[config.mk]
export PLATFORM = sky130hd
export DESIGN_NAME = act_config_trim
export DESIGN_NICKNAME = d
export VERILOG_FILES = /design/src/shared/act_pkg.sv /design/src/rtl/act_config_trim.sv
export SDC_FILE = /design/constraint.sdc
export NUM_CORES = 1
export LEC_CHECK = 0
export ABC_AREA = 1
export BUFFER_PORTS_ARGS = -buffer_cell sky130_fd_sc_hd__clkbuf_2
export CAP_MARGIN = 20
export CORE_MARGIN = 2
export CORE_UTILIZATION = 50
export CTS_CLUSTER_SIZE = 14
export DETAILED_ROUTE_END_ITERATION = 7
export PLACE_DENSITY = 0.74
export SKIP_LAST_GASP = 1
export SYNTH_ARGS = -nofsm -noshare
export SYNTH_HDL_FRONTEND = slang
export SYNTH_SLANG_ARGS = --single-unit
[constraint.sdc]
create_clock -name i_clock -period 1.6 [get_ports i_clock]
set_input_delay 0.08 -clock i_clock [delete_from_list [all_inputs] [get_ports i_clock]]
set_output_delay 0.08 -clock i_clock [all_outputs]
set_load 0.02 [all_outputs]
[src/shared/act_pkg.sv]
// Constants and state types for the converter configuration and trim register bank.
// Assumes one system clock; serial pins are sampled by it.
package act_pkg;
   // Register offsets as seen by the host
   localparam logic [3:0] ACT_OFS_CONFIG = 4'h0;
   localparam logic [3:0] ACT_OFS_TRIM = 4'h2;
   // Select codes in word bits 15:12
   localparam int ACT_CODE_MSB = 15;
   localparam int ACT_CODE_LSB = 12;
   localparam logic [3:0] ACT_CODE_CFG_READ = 4'h3;
   localparam logic [3:0] ACT_CODE_CFG_WRITE = 4'h8;
   localparam logic [3:0] ACT_CODE_TRIM_A = 4'h9;
   localparam logic [3:0] ACT_CODE_TRIM_B = 4'ha;
   // Config word field positions
   localparam int ACT_BIT_LANE = 10;
   localparam int ACT_BIT_RANGE = 9;
   localparam int ACT_BIT_NEG_BIAS = 7;
   localparam int ACT_BIT_REF = 6;
   localparam int ACT_BIT_HOLD = 5;
   localparam int ACT_BIT_FORMAT = 4;
   localparam logic [11:0] ACT_CFG_WRITE_ONLY = 12'h020;
   // Trim field in word bits 11:3
   localparam int ACT_TRIM_MSB = 11;
   localparam int ACT_TRIM_LSB = 3;
   // Reset values
   localparam logic [11:0] ACT_CFG_RESET = 12'h000;
   localparam logic [8:0] ACT_TRIM_RESET = 9'h1ff;
   // Frame counts in serial clock falling edges
   localparam logic [5:0] ACT_FRAME_MIN_FALLS = 6'h30;
   localparam logic [5:0] ACT_WORD_BITS = 6'h10;

   typedef enum logic [1:0] {
      ACT_IDLE = 2'b01,
      ACT_FRAME = 2'b10
   } act_state_type;

   typedef struct packed {
      act_state_type state;
      logic sclk_s1;
      logic sclk_s2;
      logic sclk_q;
      logic csn_s1;
      logic csn_s2;
      logic csn_q;
      logic sdi_s1;
      logic sdi_s2;
      logic [15:0] in_word;
      logic [5:0] falls;
      logic [11:0] cfg;
      logic [8:0] trim_a;
      logic [8:0] trim_b;
      logic hold;
      logic readback;
      logic [31:0] out_a;
      logic [15:0] out_b;
      logic oe;
   } act_regs_type;
endpackage

[src/rtl/act_config_trim.sv]
// Configuration and reference trim register bank behind the serial frame pins.
// Assumes serial pins are asynchronous to i_clock and far slower than it.
`timescale 1ns/1ns

// Overview of operation
// - Word bits 15:12 are a select code; 0011 arms a config word readback.
// - Code 1000 loads word bits 11:0 into config; other codes leave it.
// - Lane select clear: result A on lane A, result B on lane B.
// - Lane select set: result A then result B on lane A alone.
// - Config bit 9 picks full-scale range, reference or twice it; reset zero.
// - Config bit 7 records negative input bias, ground or half range.
// - Config bit 6 picks external or internal reference; reset external.
// - Config bit 5 is write-only hold request; reset zero.
// - Config bit 4 picks straight binary or two's complement results.
// - Code 1001 writes the channel A trim register.
// - Trim field is used only for codes 1001 and 1010.
// - Trim bits 11:3 set reference level; default 1FF is highest.
// - A frame ended before 48 falling edges discards its write.
// - Valid write with hold bit set enters hold at select rising edge.
// - In hold with internal reference, reference stays powered, trims kept.
module act_config_trim (
   // Clock and reset
   input wire logic i_clock,
   input wire logic i_nrst,
   // Serial frame pins
   input wire logic i_sclk,
   input wire logic i_select_n,
   input wire logic i_serial_in,
   output logic o_serial_out_a,
   output logic o_serial_oe_a,
   output logic o_serial_out_b,
   output logic o_serial_oe_b,
   // Conversion results, straight binary
   input wire logic [15:0] i_result_a,
   input wire logic [15:0] i_result_b,
   // Configuration to the analog side
   output logic o_output_lane_select,
   output logic o_range_double,
   output logic o_neg_bias_half,
   output logic o_internal_ref,
   output logic o_twos_complement,
   output logic o_hold,
   output logic o_ref_powered,
   output logic [8:0] o_trim_a,
   output logic [8:0] o_trim_b
);
   import act_pkg::*;

   act_regs_type r_r;
   act_regs_type r_nxt;
   logic fall;
   logic cs_fall;
   logic cs_rise;
   logic end_ok;
   logic [3:0] code;

   // Straight binary to two's complement flips the sign bit
   function automatic logic [15:0] fmt(input logic [15:0] v, input logic twos);
      fmt = {v[15] ^ twos, v[14:0]};
   endfunction

   assign fall = r_r.sclk_q & ~r_r.sclk_s2;
   assign cs_fall = r_r.csn_q & ~r_r.csn_s2;
   assign cs_rise = ~r_r.csn_q & r_r.csn_s2;
   assign code = r_r.in_word[ACT_CODE_MSB:ACT_CODE_LSB];
   assign end_ok = (r_r.state == ACT_FRAME) && cs_rise && (r_r.falls >= ACT_FRAME_MIN_FALLS);

   always_comb begin
      r_nxt = r_r;
      r_nxt.sclk_s1 = i_sclk;
      r_nxt.sclk_s2 = r_r.sclk_s1;
      r_nxt.sclk_q = r_r.sclk_s2;
      r_nxt.csn_s1 = i_select_n;
      r_nxt.csn_s2 = r_r.csn_s1;
      r_nxt.csn_q = r_r.csn_s2;
      r_nxt.sdi_s1 = i_serial_in;
      r_nxt.sdi_s2 = r_r.sdi_s1;
      case (r_r.state)
         ACT_IDLE: begin
            if (cs_fall) begin
               r_nxt.state = ACT_FRAME;
               r_nxt.falls = '0;
               r_nxt.oe = 1'b1;
               r_nxt.readback = 1'b0;
               if (r_r.hold) begin
                  r_nxt.out_a = 32'hffff_ffff;
                  r_nxt.out_b = 16'hffff;
               end else if (r_r.readback) begin
                  // Write-only hold bit reads back as zero
                  r_nxt.out_a = {4'h0, r_r.cfg & ~ACT_CFG_WRITE_ONLY, 16'h0000};
                  r_nxt.out_b = 16'h0000;
               end else if (r_r.cfg[ACT_BIT_LANE]) begin
                  r_nxt.out_a = {fmt(i_result_a, r_r.cfg[ACT_BIT_FORMAT]),
                                 fmt(i_result_b, r_r.cfg[ACT_BIT_FORMAT])};
                  r_nxt.out_b = 16'h0000;
               end else begin
                  r_nxt.out_a = {fmt(i_result_a, r_r.cfg[ACT_BIT_FORMAT]), 16'h0000};
                  r_nxt.out_b = fmt(i_result_b, r_r.cfg[ACT_BIT_FORMAT]);
               end
            end
         end
         ACT_FRAME: begin
            if (cs_rise) begin
               r_nxt.state = ACT_IDLE;
               r_nxt.oe = 1'b0;
               // Short frames change nothing
               if (end_ok) begin
                  if (code == ACT_CODE_CFG_WRITE) begin
                     r_nxt.cfg = r_r.in_word[11:0];
                     r_nxt.hold = r_r.in_word[ACT_BIT_HOLD];
                  end else if (code == ACT_CODE_CFG_READ) begin
                     r_nxt.readback = 1'b1;
                  end else if (code == ACT_CODE_TRIM_A) begin
                     r_nxt.trim_a = r_r.in_word[ACT_TRIM_MSB:ACT_TRIM_LSB];
                  end else if (code == ACT_CODE_TRIM_B) begin
                     r_nxt.trim_b = r_r.in_word[ACT_TRIM_MSB:ACT_TRIM_LSB];
                  end
               end
            end else if (fall) begin
               if (r_r.falls < ACT_WORD_BITS) begin
                  r_nxt.in_word = {r_r.in_word[14:0], r_r.sdi_s2};
               end
               if (r_r.falls != ACT_FRAME_MIN_FALLS) begin
                  r_nxt.falls = r_r.falls + 6'h01;
               end
               r_nxt.out_a = {r_r.out_a[30:0], r_r.hold};
               r_nxt.out_b = {r_r.out_b[14:0], r_r.hold};
            end
         end
         default: begin
            r_nxt.state = ACT_IDLE;
         end
      endcase
   end

   always_ff @(posedge i_clock or negedge i_nrst) begin
      if (!i_nrst) begin
         r_r <= '0;
         r_r.state <= ACT_IDLE;
         r_r.sclk_s1 <= 1'b1;
         r_r.sclk_s2 <= 1'b1;
         r_r.sclk_q <= 1'b1;
         r_r.csn_s1 <= 1'b1;
         r_r.csn_s2 <= 1'b1;
         r_r.csn_q <= 1'b1;
         r_r.cfg <= ACT_CFG_RESET;
         r_r.trim_a <= ACT_TRIM_RESET;
         r_r.trim_b <= ACT_TRIM_RESET;
      end else begin
         r_r <= r_nxt;
      end
   end

   assign o_serial_out_a = r_r.out_a[31];
   assign o_serial_oe_a = r_r.oe;
   assign o_serial_out_b = r_r.out_b[15];
   assign o_serial_oe_b = r_r.oe & ~r_r.cfg[ACT_BIT_LANE];
   assign o_output_lane_select = r_r.cfg[ACT_BIT_LANE];
   assign o_range_double = r_r.cfg[ACT_BIT_RANGE];
   assign o_neg_bias_half = r_r.cfg[ACT_BIT_NEG_BIAS];
   assign o_internal_ref = r_r.cfg[ACT_BIT_REF];
   assign o_twos_complement = r_r.cfg[ACT_BIT_FORMAT];
   assign o_hold = r_r.hold;
   // Trims are never cleared by hold
   assign o_ref_powered = ~r_r.hold | r_r.cfg[ACT_BIT_REF];
   assign o_trim_a = r_r.trim_a;
   assign o_trim_b = r_r.trim_b;
endmodule

==> results.md <==
* Run status: completed
* Slew Viols, Final at 0
* GRT Overall Usage at 0.2033
* Avg Vias per Cell at 5.283
* Die height at 106.6 um
* Min Tclk post-route at 1.528 ns
* Avg Cell Area, Syn at 8.696 um2
* CTS buffer count at 9
* Chip Width at 106.6 um
* Critical Path Source: r_r[74]$_DFFE_PN0P_
* Worst hold start: i_result_b[0]
* Fillcell total at 899
* Mapped Cells at 605
* Slew headroom at 0.5925
* CTS H-tree lvls at 3
* Area growth from synthesis to layout at 13.72%
* Share of layout cells above drive strength 1 at 0.2622
* Worst-Margin Slew at 0.6112 ns
* Pleak at 2.846 nW
* Dpl hpwl at 7067 um
* Final instance area at 5983 um2
* Synth Register Bits at 112
* Count leader, synth: nand2_1
* Global-route wire length before repair at 18560 um
* Crit end category: output port
* Period utilization at 0.9551
* Post-synth EDFFs at 0
* Core Area at 10280 um2
* # diodes at 0
* Achievable frequency at 654.4 MHz
* Skew-Pair Late Insertion Delay at 0.39 ns
* Clock root cell: clkbuf_8
* Clock buffer depth at 2
* Sequential cell area fraction in the yosys report at 0.5386
* Vias in the first global route at 3926
* Fin nets at 690
* Initial Util at 0.5119
* I/O Buffers at 65
* Gr ovfl total at 0
* Ys async rst share at 1.000
* Final hold violation count at 0
* Max cap viols at 0
* Worst VDD drop at 0.0004865 V
* Clock slew at reported path FFs at 0.12 ns
* Detail Route Antenna Nets at 0
* CTS tree: built
* Worst Path Arrival at 1.45 ns
* Yosys top cell area share at 0.4138
* Top Ports at 66
* Top cells by instance count after synthesis: 167 x nand2_1, 87 x dfrtp_1, 60 x o21ai_1, 52 x inv_1, 43 x o22ai_1
* Startpoint types: register
* Vias post-DR at 4184
* Gpl congestion at 0.7950
* Syn_nets at 644
* Initial antenna violation count at 0
* DP Area at 5620 um2
* # setup viols final at 0
* Worst Skew at 0.01537 ns
* Routed Wire Length at 11320 um
* FP Rows at 37
* Largest net degree at the start of global routing at 113
* Final Util at 0.5822
* R2r startpoint: r_r[111]$_DFFE_PN1P_
* Average routed wire per standard cell at 14.29 um
* Initial drt markers at 250
* Number of distinct library cells after synthesis at 29
* Synth top area cells: dfrtp_1 41%, dfstp_2 12%, nand2_1 12%, o21ai_1 5.7%, o22ai_1 5.1%
* CP required at 1.52 ns
* Final Power at 5.840 mW
* Post-synth top flop: dfrtp_1
* Crit path kind: reg2out
* Worst-path maximum fanout at 4
* PD cells at 976.0 nW/um2
* Largest area contributor in the synthesized netlist: dfrtp_1
* Die area at 11360 um2
* Synth Warn # at 0
* HP Class: in2reg
* Post-synthesis cell area at 5261 um2
* Residual DRC at 0
* Total iterations of the first detailed-routing run at 5
* Clk sinks at 112
[power by group]
| group | internal (mW) | leakage, nW | switching [mW] | total [mW] |
|---|---|---|---|---|
| Combinational | 0.325 | 1.33 | 0.483 | 0.808 |
| Sequential | 3.10 | 1.41 | 0.154 | 3.25 |
| Clock | 0.711 | 0.109 | 1.07 | 1.78 |
| Total | 4.13 | 2.85 | 1.71 | 5.84 |
[critical path, stage by stage, from the launching register on]
cell and delay, ns:
dfrtp_1 0.47, inv_1 0.11, or2_2 0.31, clkbuf_2 0.16
[cell families after synthesis]
logic type	after synthesis	share of synthesized area
AOI/OAI and AO/OA	148	0.1736
xor gates and xnor gates	3	0.004995
adders and majority gates	2	0.004755
buffers and inverters	107	0.1015
DFF	112	0.5386
and+or+nand+nor	233	0.1765
[metrics by stage]
step / instances / hold slack [ns] / setup TNS [ns] / setup WS [ns]
after floorplan: 605 / -0.2156 / 0 / 0.1533
after global placement: 768 / 0.1685 / 0 / 0.1185
after detailed placement: 768 / 0.1693 / 0 / 0.02914
after CTS: 788 / 0.03689 / 0 / 0.01496
after global routing: 792 / 0.05404 / -0.01347 / -0.006328
final: 792 / 0.05571 / 0 / 0.07186
[path summary, 6_finish.rpt]
| kind | depth (start not counted) | to | slack (ns) |
|---|---|---|---|
| max in group asynchronous | 3 | r_r[69]$_DFFE_PN0P_ | 0.84 |
| setup reg to reg | 8 | r_r[27]$_DFFE_PN0P_ | 0.08 |
| hold reg to reg | 0 | r_nxt[108]$_DFF_PN1_ | 0.36 |
| setup / recovery | 3 | o_ref_powered | 0.07 |
| hold / removal | 3 | r_r[17]$_DFFE_PN0P_ | 0.06 |
| min in group asynchronous | 3 | r_r[26]$_DFFE_PN0P_ | 0.27 |
[per-layer routing]
metal,vias to the layer above,global-route usage,share of wire
met3,15,0.04012,0.048
li1,2046,-,-
met5,-,0,0
met1,2021,0.2899,0.45
met4,0,0.06494,0.015
met2,102,0.3153,0.48
[registers in the layout (all words and copies together) (netlist names)]
signal,count
o_serial_out_b,1
o_neg_bias_half,1
o_range_double,1
o_serial_oe_a,1
r_r,77
o_serial_out_a,1
r_nxt,5
o_trim_b,9
o_twos_complement,1
o_output_lane_select,1
o_internal_ref,1
code,4
o_trim_a,9
[area by class of cell]
class | count | area [um2] | area share
Tap cell | 136 | 170.2 | 0.02844
Timing Repair Buffer | 86 | 621.8 | 0.1039
Multi-Input combinational cell | 386 | 1931 | 0.3227
Clock buffer | 10 | 148.9 | 0.02489
Sequential cell | 112 | 2834 | 0.4737
Clock inverter | 6 | 65.06 | 0.01087
Inverter | 56 | 212.7 | 0.03555
[layout by cell type (no fill, tap or decap), drive strengths merged]
cell,count
buf,16
ha,2
xnor2,1
dfrtp,87
inv,60
o22ai,43
nand3,11
o21ai,101
nor3,4
dlygate4sd3,4
clkinv,2
nor2,41
a22oi,1
a31oi,1
o21bai,1
or2,3
dfstp,25
xor2,2
clkbuf,76
nand2,172
nand4,2
a21oi,1
[repair_timing]
item	4_1_cts	5_1_grt
setup buffers	0	1
endpoints found under the setup margin	0	72
endpoints found under the hold margin	90	0
hold buffers	4	0
gates resized for setup	0	13
No activity file was read; power rests on OpenSTA's default activity.
